$ cat config.mk
export PLATFORM = sky130hd
export DESIGN_NAME = dfa_top
export DESIGN_NICKNAME = d
export VERILOG_FILES = /design/src/dfa_pkg.sv /design/src/dfa_fetch_ctl.sv /design/src/dfa_line_ptr.sv /design/src/dfa_top.sv
export VERILOG_INCLUDE_DIRS = /design/src /design/src/src
export SDC_FILE = /design/constraint.sdc
export NUM_CORES = 1
export LEC_CHECK = 0
export BUFFER_PORTS_ARGS = -buffer_cell sky130_fd_sc_hd__buf_2
export CAP_MARGIN = 20
export CORE_UTILIZATION = 52
export DETAILED_ROUTE_END_ITERATION = 10
export GPL_ROUTABILITY_DRIVEN = 0
export PLACE_DENSITY_LB_ADDON = 0.12
export SLEW_MARGIN = 0
export SYNTH_ARGS = -nofsm -noshare
export SYNTH_HDL_FRONTEND = slang
export SYNTH_SLANG_ARGS = --single-unit
$ cat constraint.sdc
create_clock -name clock_in -period 4 [get_ports clock_in]
set_clock_uncertainty 0.05 [all_clocks]
set_input_delay 0.4 -clock clock_in [delete_from_list [all_inputs] [get_ports clock_in]]
set_output_delay 0.4 -clock clock_in [all_outputs]
set_load 0.02 [all_outputs]
$ cat src/dfa_cfg.svh
`ifndef DFA_CFG_SVH
`define DFA_CFG_SVH

// ****************************************************************
// Register byte offsets
// ****************************************************************
`define DFA_OFF_VID_START 16'h8320
`define DFA_OFF_PITCH 16'h8324
`define DFA_OFF_SIZE 16'h8328
`define DFA_OFF_RSVD 16'h832c
`define DFA_OFF_CTRL 16'h8350
`define DFA_OFF_STATUS 16'h8354
`define DFA_OFF_MASK 16'h8358
`define DFA_OFF_FB_PTR 16'h835c
`define DFA_OFF_CB_PTR 16'h8360

// ****************************************************************
// Field positions
// ****************************************************************
`define DFA_VID_MSB 21
`define DFA_CB_PITCH_MSB 21
`define DFA_CB_PITCH_LSB 12
`define DFA_FB_PITCH_MSB 9
`define DFA_VSIZE_MSB 29
`define DFA_VSIZE_LSB 16
`define DFA_CB_LEN_MSB 15
`define DFA_CB_LEN_LSB 9
`define DFA_FB_FETCH_MSB 8

// ****************************************************************
// Reset values and masks
// ****************************************************************
`define DFA_RST_REG 32'h0000_0000
`define DFA_MASK_VID 32'h003f_fff0
`define DFA_MASK_PITCH 32'h003f_f3ff
`define DFA_MASK_SIZE 32'h3fff_ffff
`define DFA_MASK_CTRL 32'h0000_0001
`define DFA_MASK_EVT 32'h0000_001f

// ****************************************************************
// Event bits, scaling, limits
// ****************************************************************
`define DFA_EVT_FRAME 0
`define DFA_EVT_FETCH_DONE 1
`define DFA_EVT_CB_OVF 2
`define DFA_EVT_DISCARD 3
`define DFA_EVT_BAD_ADDR 4
`define DFA_SEG_SHIFT 6
`define DFA_QW_BYTES 32'h0000_0008
`define DFA_VID_MAX_BYTES 23'h10_0000

`endif

$ cat src/dfa_pkg.sv
package dfa_pkg;

  // ****************************************************************
  // Fetch sequencer states
  // ****************************************************************
  typedef enum logic [1:0] {
    DFA_ST_IDLE = 2'b01,
    DFA_ST_REQ = 2'b10
  } dfa_fetch_st_t;

  // Request toward the memory controller
  typedef struct packed {
    logic req;
    logic [31:0] addr;
  } dfa_mem_req_t;

  // Answer from the memory controller
  typedef struct packed {
    logic ack;
    logic rvalid;
  } dfa_mem_rsp_t;

endpackage : dfa_pkg

$ cat src/dfa_fetch_ctl.sv
`include "dfa_cfg.svh"

module dfa_fetch_ctl #(
  parameter int QW_W = 9
) (
  // Clock and reset
  input wire logic clock_in,
  input wire logic arst_n_in,
  // Line control
  input wire logic go_in,
  input wire logic [31:0] line_addr_in,
  input wire logic [QW_W-1:0] qw_count_in,
  input wire logic line_end_in,
  input wire logic qw_used_in,
  // Memory side
  input wire dfa_pkg::dfa_mem_rsp_t mem_rsp_in,
  output dfa_pkg::dfa_mem_req_t mem_req_out,
  // Events
  output logic done_out,
  output logic discard_out
);

  initial
  begin
    if (QW_W < 1 || QW_W > 16)
      $error("dfa_fetch_ctl: QW_W out of range");
  end

  dfa_pkg::dfa_fetch_st_t st_r;
  dfa_pkg::dfa_fetch_st_t st_nxt;
  logic [31:0] addr_r;
  logic [QW_W-1:0] left_r;
  logic [QW_W:0] held_r;
  logic done_r;
  logic disc_r;

  // Request handshake decode
  wire logic granted = (st_r == dfa_pkg::DFA_ST_REQ) && mem_rsp_in.ack;
  wire logic last_qw = granted && (left_r == QW_W'(1));
  wire logic held_up = mem_rsp_in.rvalid && !qw_used_in;
  wire logic held_dn = qw_used_in && !mem_rsp_in.rvalid && (held_r != '0);

  // Next state: a zero count fetches nothing
  always_comb
  begin
    st_nxt = st_r;
    unique case (st_r)
      dfa_pkg::DFA_ST_IDLE:
        if (go_in && qw_count_in != '0)
          st_nxt = dfa_pkg::DFA_ST_REQ;
      dfa_pkg::DFA_ST_REQ:
        if (last_qw)
          st_nxt = dfa_pkg::DFA_ST_IDLE;
      default:
        st_nxt = dfa_pkg::DFA_ST_IDLE;
    endcase
  end

  // Sequencer, one quadword per grant
  always_ff @(posedge clock_in or negedge arst_n_in)
  begin
    if (!arst_n_in)
    begin
      st_r <= dfa_pkg::DFA_ST_IDLE;
      addr_r <= '0;
      left_r <= '0;
    end
    else
    begin
      st_r <= st_nxt;
      if (st_r == dfa_pkg::DFA_ST_IDLE && go_in)
      begin
        addr_r <= line_addr_in;
        left_r <= qw_count_in;
      end
      else if (granted)
      begin
        addr_r <= addr_r + `DFA_QW_BYTES;
        left_r <= left_r - QW_W'(1);
      end
    end
  end

  // Quadwords fetched but not yet shown; dropped at line end
  always_ff @(posedge clock_in or negedge arst_n_in)
  begin
    if (!arst_n_in)
    begin
      held_r <= '0;
      done_r <= 1'b0;
      disc_r <= 1'b0;
    end
    else
    begin
      done_r <= last_qw;
      disc_r <= line_end_in && (held_r != '0);
      if (line_end_in)
        held_r <= '0;
      else if (held_up)
        held_r <= held_r + (QW_W+1)'(1);
      else if (held_dn)
        held_r <= held_r - (QW_W+1)'(1);
    end
  end

  assign mem_req_out.req = (st_r == dfa_pkg::DFA_ST_REQ);
  assign mem_req_out.addr = addr_r;
  assign done_out = done_r;
  assign discard_out = disc_r;

endmodule : dfa_fetch_ctl

$ cat src/dfa_line_ptr.sv
`include "dfa_cfg.svh"

module dfa_line_ptr #(
  parameter int PTR_W = 22,
  parameter int PITCH_W = 10
) (
  // Clock and reset
  input wire logic clock_in,
  input wire logic arst_n_in,
  // Frame and line events
  input wire logic reload_in,
  input wire logic step_in,
  // Programmed values
  input wire logic [PTR_W-1:0] start_in,
  input wire logic [PITCH_W-1:0] pitch_in,
  // Running line start
  output logic [PTR_W-1:0] ptr_out
);

  initial
  begin
    if (PITCH_W + 2 > PTR_W)
      $error("dfa_line_ptr: pitch too wide for pointer");
  end

  logic [PTR_W-1:0] ptr_r;
  logic [PTR_W-1:0] ptr_nxt;
  wire logic [PTR_W-1:0] pitch_bytes = PTR_W'({pitch_in, 2'b00});

  // Reload beats stepping so a frame never starts mid-pitch
  assign ptr_nxt = reload_in ? start_in :
                   step_in ? ptr_r + pitch_bytes : ptr_r; // see R3

  // Pointer register
  always_ff @(posedge clock_in or negedge arst_n_in)
  begin
    if (!arst_n_in)
      ptr_r <= '0;
    else
      ptr_r <= ptr_nxt;
  end

  assign ptr_out = ptr_r;

endmodule : dfa_line_ptr

$ cat src/dfa_top.sv
// Function
// Video start field is a byte offset from graphics memory base.
// Software writes the low four video start bits as zero.
// Next compressed line start is previous start plus compressed pitch.
// Next frame line start is previous start plus frame pitch in doublewords.
// Video buffer size counts 64-byte segments, one megabyte at most.
// Compressed line length plus one detects compressed data FIFO overflow.
// Software never programs compressed line length above 41h.
// Each display line fetches the programmed number of quadwords.
// With panning, software programs fetch length to cover any alignment.
// Surplus fetched data at line end is discarded automatically.
// Software writes zero to reserved upper register bits.
// Line pointers reload from start offsets at each frame start.
`include "dfa_cfg.svh"

module dfa_top #(
  parameter int QW_W = 9,
  parameter int CB_LEN_W = 7
) (
  // Clock and reset
  input wire logic clock_in,
  input wire logic arst_n_in,
  // Avalon-MM slave
  input wire logic [15:0] avs_address_in,
  input wire logic avs_read_in,
  input wire logic avs_write_in,
  input wire logic [31:0] avs_writedata_in,
  input wire logic [3:0] avs_byteenable_in,
  output logic [31:0] avs_readdata_out,
  output logic avs_waitrequest_out,
  // Display timing and FIFO events
  input wire logic frame_start_in,
  input wire logic line_start_in,
  input wire logic cb_word_in,
  input wire logic qw_used_in,
  // Start offsets and graphics memory base held elsewhere
  input wire logic [21:0] fb_start_in,
  input wire logic [21:0] cb_start_in,
  input wire logic [31:0] graphics_memory_base_in,
  // Memory controller
  input wire dfa_pkg::dfa_mem_rsp_t mem_rsp_in,
  output dfa_pkg::dfa_mem_req_t mem_req_out,
  // Buffer addresses and overflow flag
  output logic [31:0] vid_addr_out,
  output logic [31:0] vid_limit_out,
  output logic [31:0] cb_line_addr_out,
  output logic cb_overflow_out,
  // Interrupt
  output logic irq_out
);

  initial
  begin
    if (QW_W != `DFA_FB_FETCH_MSB + 1)
      $error("dfa_top: QW_W must match fetch length field");
    if (CB_LEN_W != `DFA_CB_LEN_MSB - `DFA_CB_LEN_LSB + 1)
      $error("dfa_top: CB_LEN_W must match compressed length field");
  end

  // ****************************************************************
  // Bus slave
  // ****************************************************************

  logic wait_r;
  logic wait_nxt;
  logic [31:0] rdata_r;
  logic [31:0] rdata_nxt;
  logic [31:0] vid_r;
  logic [31:0] pitch_r;
  logic [31:0] size_r;
  logic [31:0] ctrl_r;
  logic [31:0] status_r;
  logic [31:0] status_nxt;
  logic [31:0] mask_r;

  // Request is taken on the edge that sees waitrequest low
  wire logic req = avs_read_in || avs_write_in;
  wire logic wr_take = avs_write_in && !wait_r;
  wire logic rd_sample = avs_read_in && wait_r;

  // One wait state keeps read data straight from a flop
  assign wait_nxt = !(req && wait_r);

  // Address decode
  wire logic hit_vid = (avs_address_in == `DFA_OFF_VID_START);
  wire logic hit_pitch = (avs_address_in == `DFA_OFF_PITCH);
  wire logic hit_size = (avs_address_in == `DFA_OFF_SIZE);
  wire logic hit_rsvd = (avs_address_in == `DFA_OFF_RSVD);
  wire logic hit_ctrl = (avs_address_in == `DFA_OFF_CTRL);
  wire logic hit_status = (avs_address_in == `DFA_OFF_STATUS);
  wire logic hit_mask = (avs_address_in == `DFA_OFF_MASK);
  wire logic hit_fbp = (avs_address_in == `DFA_OFF_FB_PTR);
  wire logic hit_cbp = (avs_address_in == `DFA_OFF_CB_PTR);
  wire logic hit_any = hit_vid || hit_pitch || hit_size || hit_rsvd || hit_ctrl ||
                       hit_status || hit_mask || hit_fbp || hit_cbp;

  // Byte lanes expanded to a bit mask
  wire logic [31:0] lane_mask = {{8{avs_byteenable_in[3]}}, {8{avs_byteenable_in[2]}},
                                 {8{avs_byteenable_in[1]}}, {8{avs_byteenable_in[0]}}};

  // Merge write data into a register through lanes and field mask
  function automatic logic [31:0] dfa_merge(input logic [31:0] old_v,
                                            input logic [31:0] new_v,
                                            input logic [31:0] lanes,
                                            input logic [31:0] fields);
    logic [31:0] m;
    m = lanes & fields;
    dfa_merge = (old_v & ~m) | (new_v & m);
  endfunction : dfa_merge

  // Field extraction
  wire logic [21:0] video_start_field = vid_r[`DFA_VID_MSB:0];
  wire logic [9:0] compressed_line_pitch = pitch_r[`DFA_CB_PITCH_MSB:`DFA_CB_PITCH_LSB];
  wire logic [9:0] frame_line_pitch = pitch_r[`DFA_FB_PITCH_MSB:0];
  wire logic [13:0] video_buffer_size_field = size_r[`DFA_VSIZE_MSB:`DFA_VSIZE_LSB];
  wire logic [CB_LEN_W-1:0] compressed_line_length = size_r[`DFA_CB_LEN_MSB:`DFA_CB_LEN_LSB];
  wire logic [QW_W-1:0] frame_line_fetch_length = size_r[`DFA_FB_FETCH_MSB:0];
  wire logic fetch_en = ctrl_r[0];

  // Running pointers, read back by software
  wire logic [21:0] fb_ptr;
  wire logic [21:0] cb_ptr;

  // Read mux; reserved word and holes read as zero
  always_comb
  begin
    rdata_nxt = 32'h0000_0000;
    if (hit_vid)
      rdata_nxt = vid_r;
    else if (hit_pitch)
      rdata_nxt = pitch_r;
    else if (hit_size)
      rdata_nxt = size_r;
    else if (hit_ctrl)
      rdata_nxt = ctrl_r;
    else if (hit_status)
      rdata_nxt = status_r;
    else if (hit_mask)
      rdata_nxt = mask_r;
    else if (hit_fbp)
      rdata_nxt = {10'h000, fb_ptr};
    else if (hit_cbp)
      rdata_nxt = {10'h000, cb_ptr};
  end

  // Handshake and read data
  always_ff @(posedge clock_in or negedge arst_n_in)
  begin
    if (!arst_n_in)
    begin
      wait_r <= 1'b1;
      rdata_r <= 32'h0000_0000;
    end
    else
    begin
      wait_r <= wait_nxt;
      if (rd_sample)
        rdata_r <= rdata_nxt;
    end
  end

  // ****************************************************************
  // Configuration registers
  // ****************************************************************

  // Low four start bits and reserved bits are not stored
  always_ff @(posedge clock_in or negedge arst_n_in)
  begin
    if (!arst_n_in)
    begin
      vid_r <= `DFA_RST_REG;
      pitch_r <= `DFA_RST_REG;
      size_r <= `DFA_RST_REG;
      ctrl_r <= `DFA_RST_REG;
      mask_r <= `DFA_RST_REG;
    end
    else if (wr_take)
    begin
      if (hit_vid)
        vid_r <= dfa_merge(vid_r, avs_writedata_in, lane_mask, `DFA_MASK_VID);
      if (hit_pitch)
        pitch_r <= dfa_merge(pitch_r, avs_writedata_in, lane_mask, `DFA_MASK_PITCH);
      if (hit_size)
        size_r <= dfa_merge(size_r, avs_writedata_in, lane_mask, `DFA_MASK_SIZE);
      if (hit_ctrl)
        ctrl_r <= dfa_merge(ctrl_r, avs_writedata_in, lane_mask, `DFA_MASK_CTRL);
      if (hit_mask)
        mask_r <= dfa_merge(mask_r, avs_writedata_in, lane_mask, `DFA_MASK_EVT);
    end
  end

  // ****************************************************************
  // Line pointers
  // ****************************************************************

  // Frame start wins over a line start in the same cycle
  wire logic line_go = line_start_in && !frame_start_in;

  dfa_line_ptr #(
    .PTR_W(22),
    .PITCH_W(10)
  ) u_fb_ptr (
    .clock_in(clock_in),
    .arst_n_in(arst_n_in),
    .reload_in(frame_start_in),
    .step_in(line_go),
    .start_in(fb_start_in),
    .pitch_in(frame_line_pitch),
    .ptr_out(fb_ptr)
  );

  dfa_line_ptr #(
    .PTR_W(22),
    .PITCH_W(10)
  ) u_cb_ptr (
    .clock_in(clock_in),
    .arst_n_in(arst_n_in),
    .reload_in(frame_start_in),
    .step_in(line_go),
    .start_in(cb_start_in),
    .pitch_in(compressed_line_pitch),
    .ptr_out(cb_ptr)
  );

  // ****************************************************************
  // Frame buffer fetch
  // ****************************************************************

  // Line fetch starts at base plus the current frame pointer
  wire logic [31:0] fb_line_addr = graphics_memory_base_in + {10'h000, fb_ptr};
  wire logic fetch_done;
  wire logic fetch_discard;

  dfa_fetch_ctl #(
    .QW_W(QW_W)
  ) u_fetch (
    .clock_in(clock_in),
    .arst_n_in(arst_n_in),
    .go_in(line_go && fetch_en),
    .line_addr_in(fb_line_addr),
    .qw_count_in(frame_line_fetch_length),
    .line_end_in(line_start_in || frame_start_in),
    .qw_used_in(qw_used_in),
    .mem_rsp_in(mem_rsp_in),
    .mem_req_out(mem_req_out),
    .done_out(fetch_done),
    .discard_out(fetch_discard)
  );

  // ****************************************************************
  // Compressed FIFO overflow and buffer addresses
  // ****************************************************************

  logic [CB_LEN_W:0] cb_cnt_r;
  logic cb_ovf_r;
  logic [31:0] vid_addr_r;
  logic [31:0] vid_limit_r;
  logic [31:0] cb_addr_r;

  // Field holds length plus one, so reaching it means one word too many
  wire logic [CB_LEN_W:0] cb_cnt_nxt = cb_cnt_r + (CB_LEN_W+1)'(1);
  wire logic cb_ovf_hit = cb_word_in && !line_start_in &&
                          (cb_cnt_nxt == {1'b0, compressed_line_length});

  // Size in 64-byte segments, clipped to the one megabyte ceiling
  wire logic [22:0] vid_bytes_raw = {3'b000, video_buffer_size_field, 6'h00};
  wire logic [22:0] vid_bytes = (vid_bytes_raw > `DFA_VID_MAX_BYTES) ?
                                `DFA_VID_MAX_BYTES : vid_bytes_raw;

  // Absolute addresses for the memory side
  wire logic [31:0] vid_addr_nxt = graphics_memory_base_in + {10'h000, video_start_field};
  wire logic [31:0] vid_limit_nxt = vid_addr_nxt + {9'h000, vid_bytes};
  wire logic [31:0] cb_addr_nxt = graphics_memory_base_in + {10'h000, cb_ptr};

  // Word count restarts with each line; overflow flag stands to line end
  always_ff @(posedge clock_in or negedge arst_n_in)
  begin
    if (!arst_n_in)
    begin
      cb_cnt_r <= '0;
      cb_ovf_r <= 1'b0;
    end
    else if (line_start_in || frame_start_in)
    begin
      cb_cnt_r <= '0;
      cb_ovf_r <= 1'b0;
    end
    else if (cb_word_in)
    begin
      if (!cb_cnt_r[CB_LEN_W])
        cb_cnt_r <= cb_cnt_nxt;
      if (cb_ovf_hit)
        cb_ovf_r <= 1'b1;
    end
  end

  // Registered copies so every output except mem_req_out.req leaves a flop
  always_ff @(posedge clock_in or negedge arst_n_in)
  begin
    if (!arst_n_in)
    begin
      vid_addr_r <= 32'h0000_0000;
      vid_limit_r <= 32'h0000_0000;
      cb_addr_r <= 32'h0000_0000;
    end
    else
    begin
      vid_addr_r <= vid_addr_nxt;
      vid_limit_r <= vid_limit_nxt;
      cb_addr_r <= cb_addr_nxt;
    end
  end

  // ****************************************************************
  // Interrupt status
  // ****************************************************************

  logic irq_r;

  // Event vector in status bit order
  wire logic [31:0] evt_set = {27'h000_0000,
                               req && wait_r && !hit_any,
                               fetch_discard,
                               cb_ovf_hit,
                               fetch_done,
                               frame_start_in};

  // Write one clears; a new event in the same cycle wins
  wire logic [31:0] w1c = (wr_take && hit_status) ?
                          (avs_writedata_in & lane_mask & `DFA_MASK_EVT) : 32'h0000_0000;
  assign status_nxt = (status_r & ~w1c) | evt_set;

  // Status and interrupt line
  always_ff @(posedge clock_in or negedge arst_n_in)
  begin
    if (!arst_n_in)
    begin
      status_r <= 32'h0000_0000;
      irq_r <= 1'b0;
    end
    else
    begin
      status_r <= status_nxt;
      irq_r <= |(status_nxt & mask_r);
    end
  end

  // ****************************************************************
  // Outputs
  // ****************************************************************

  assign avs_readdata_out = rdata_r;
  assign avs_waitrequest_out = wait_r;
  assign vid_addr_out = vid_addr_r;
  assign vid_limit_out = vid_limit_r;
  assign cb_line_addr_out = cb_addr_r;
  assign cb_overflow_out = cb_ovf_r;
  assign irq_out = irq_r;

endmodule : dfa_top
==> results.toml <==
[outcome]
outcome = "complete, no violations"

[place]
dpl_cell_area_um2 = 20600
dp_hpwl_um = 42700
io_buffers = 297
dp_cells = 2643

[worst_setup_path]
cp_slowest_cell = "fa_2"
path_max_fanout = 4
critPathRequiredTime_ps = 4390
cp-start-kind = "register"
crit_path_end_kind = "register"
arrival_ps = 4240
path_cells = "ha_2, inv_1, fa_2, nand2b_4, a21oi_2, buf_4, o21ai_0, nand2b_1, a21oi_2, xnor2_2, ha_4, a2111oi_4, o21ai_2, a41oi_2, a21oi_2, a211o_1, inv_2, nor3b_4, nand4_1, xnor2_1"
critical_path_class = "reg -> reg"
cpMostUsedCell = "a21oi_2"
cp_slowest_stage_delay_ps = 400

[power]
totalPowerFinal_w = 0.00830
power_density_nw_per_um2 = 376
leakage_nw = 10.6
vdd_drop_max_uv = 353

[floorplanning]
dieWidth_um = 189
die_area_um2 = 35900
die_h_um = 189
start_util_pct = 52.9
fp-row-count = 68
coreArea_um2 = 34500
io_pins = 302

[clocking]
ctsRootBufferMaster = "clkbuf_16"
cts_sinks = 309
cts_tree = "done"
clk_latency_ps = 530
htreeDepth = 2
clkSlewWorstSetupHoldPaths_ps = 60
clockBufferDepth = 3
cts_made_buffers = 36

[global_route]
grt_use_total_pct = 30.5
grt_pass1_wl_um = 84600
grt_overflow = 0
grt_max_degree = 88
grt_pass1_vias = 15344
antenna_found_initial = 3

[timing]
finalSetupViolations = 0
tightest_slew_ps = 1000
clock.fmax_mhz = 260
holdWs_ps = 38.8
maxSlewHeadroom_pct = 32.9
period_needed_ps = 3850
post-route-period-util_pct = 96.3
slew_violations = 0
hold_viol = 0

[drt]
ant_nets = 0
vias = 15974
wire_per_inst_um = 20.2
drt_iter0_markers = 1178
drc = 0
drtPass1Iterations = 8
routed_wirelength_um = 55100
vias_per_cell = 5.86

[layout]
drive_above_1_share_pct = 25.4
instances_no_fill = 2725
final_common_cell = "dfrtp_1"
nFillCells = 2943
fin_area_um2 = 22100
area_growth_pct = 20.7
fin_util_pct = 63.9
mostFrequentLayoutCells = "dfrtp_1 (307), buf_2 (296), nand2_1 (216), a21oi_1 (138), nor2_1 (137)"
nets = 2497

[synth]
postSynthAreaPerCell_um2 = 9.67
synth_cell_types = 87
ys_ff_latch = 309
async_reset_ff_share_pct = 100
netlist_instances = 1891
netlist_area_um2 = 18300
synth_edf_count = 0
ys_warn_count = 0
synthFlopType = "dfrtp_1"
ys_seq_area_share_pct = 42.3

[run]
drv_cap = 0

[hold_path]
min_path_type = "in -> reg"
min_from = "graphics_memory_base_in[1]"
-- timing repair --
| item | 4_1_cts | 5_1_grt |
|---|---|---|
| hold buffers | 4 | 0 |
| setup buffers | 3 | 7 |
| pin swaps | 3 | 24 |
| hold endpoints to repair | 85 | 0 |
| gates resized for setup | 6 | 33 |
| setup endpoints to repair | 7 | 14 |
-- metrics by stage --
stage | setup TNS (ps) | setup slack (ps)
6_report | 0 | 148
2_1_floorplan | 0 | 176
3_5_place_dp | -1950 | -323
3_3_place_gp | -984 | -195
5_1_grt | -99.7 | -40.4
4_1_cts | 0 | 15.3
-- cells by family after synthesis --
family	count (synthesis)	share of synthesized area (%)
other	1	0.0205
DFF	309	42.3
buffers and inverters	132	2.94
muxes	96	5.83
adders and majority gates	118	8.36
and+or+nand+nor	573	14.7
xor gates and xnor gates	170	8.19
AOI/OAI and AO/OA	492	17.6
-- final timing paths --
kind	slack, ps	cells past startpoint	endpoint
worst max-delay path	150	20	vid_limit_out[31]$_DFF_PN0_
worst min-delay path	40	1	vid_limit_out[1]$_DFF_PN0_
worst max register to register	150	20	vid_limit_out[31]$_DFF_PN0_
worst min register to register	420	2	u_fetch.addr_r[0]$_DFFE_PN0P_
max in group asynchronous	2480	3	vid_limit_out[24]$_DFF_PN0_
min in group asynchronous	430	2	u_fetch.addr_r[2]$_DFFE_PN0P_
-- layout make-up --
class                   count  area, um2  area share [%]
diodes                      3       7.51          0.0340
clock buffers              56       1080            4.88
clock inverters             8        100           0.454
inverters                  65        244            1.11
multi-input cells        1451      10200            46.1
flip-flops and latches    309       7730            35.1
well taps                 455        569            2.58
repair buffers            378       2160            9.77
-- per-layer routing --
| layer | share of wire [%] | GRT usage, % | routed length (um) | vias to the layer above |
|---|---|---|---|---|
| li1 | - | - | - | 7490 |
| met1 | 43 | 42.8 | 23700 | 7716 |
| met2 | 45 | 47.2 | 24700 | 660 |
| met3 | 8.7 | 5.19 | 4770 | 106 |
| met4 | 3.4 | 11.2 | 1850 | 2 |
| met5 | 0.015 | 0 | 8 | - |
-- synth_stat cells (6+ instances only) --
cell type    n  area, um2
a211o_1      6       52.6
a211oi_1    15        113
a21boi_0     6       45.0
a21o_1      42        315
a21oi_1    145        726
a221o_1      6       60.1
a222oi_1    19        190
a22o_1      12        105
a22oi_1      9       67.6
a31oi_1      8       50.1
and2_1       6       37.5
and3_1      15       93.8
buf_4       10       75.1
clkbuf_1    49        184
dfrtp_1    307       7680
fa_1         7        140
ha_1       111       1390
inv_1       65        244
mux2_2      84        946
mux2i_1     12        120
nand2_1    217        815
nand2b_1    13       81.3
nand3_1     41        205
nand4_1     29        181
nor2_1     138        518
nor2b_1     26        163
nor3_1      39        195
nor4_1      11       68.8
o211ai_1     6       45.0
o21a_1      11       82.6
o21ai_0    138        691
o21ai_1      7       35.0
o21bai_1    10       75.1
o31ai_1      8       60.1
xnor2_1    127       1110
xor2_1      42        368
-- worst max-delay path, delay by kind of cell (launching register included) --
family,cells,cell delay [ps]
AOI/OAI and AO/OA,8,1420
xor gates and xnor gates,2,340
adders and majority gates,3,840
buffers and inverters,3,290
DFF,1,360
and+or+nand+nor,4,460
-- power by group --
group	switching [W]	internal, W	leakage [nW]	total, W
registers	0.000166	0.00330	3.95	0.00347
logic	0.000938	0.000607	6.04	0.00155
clock network	0.00131	0.00198	0.576	0.00329
(Power assumes the default switching activity.)
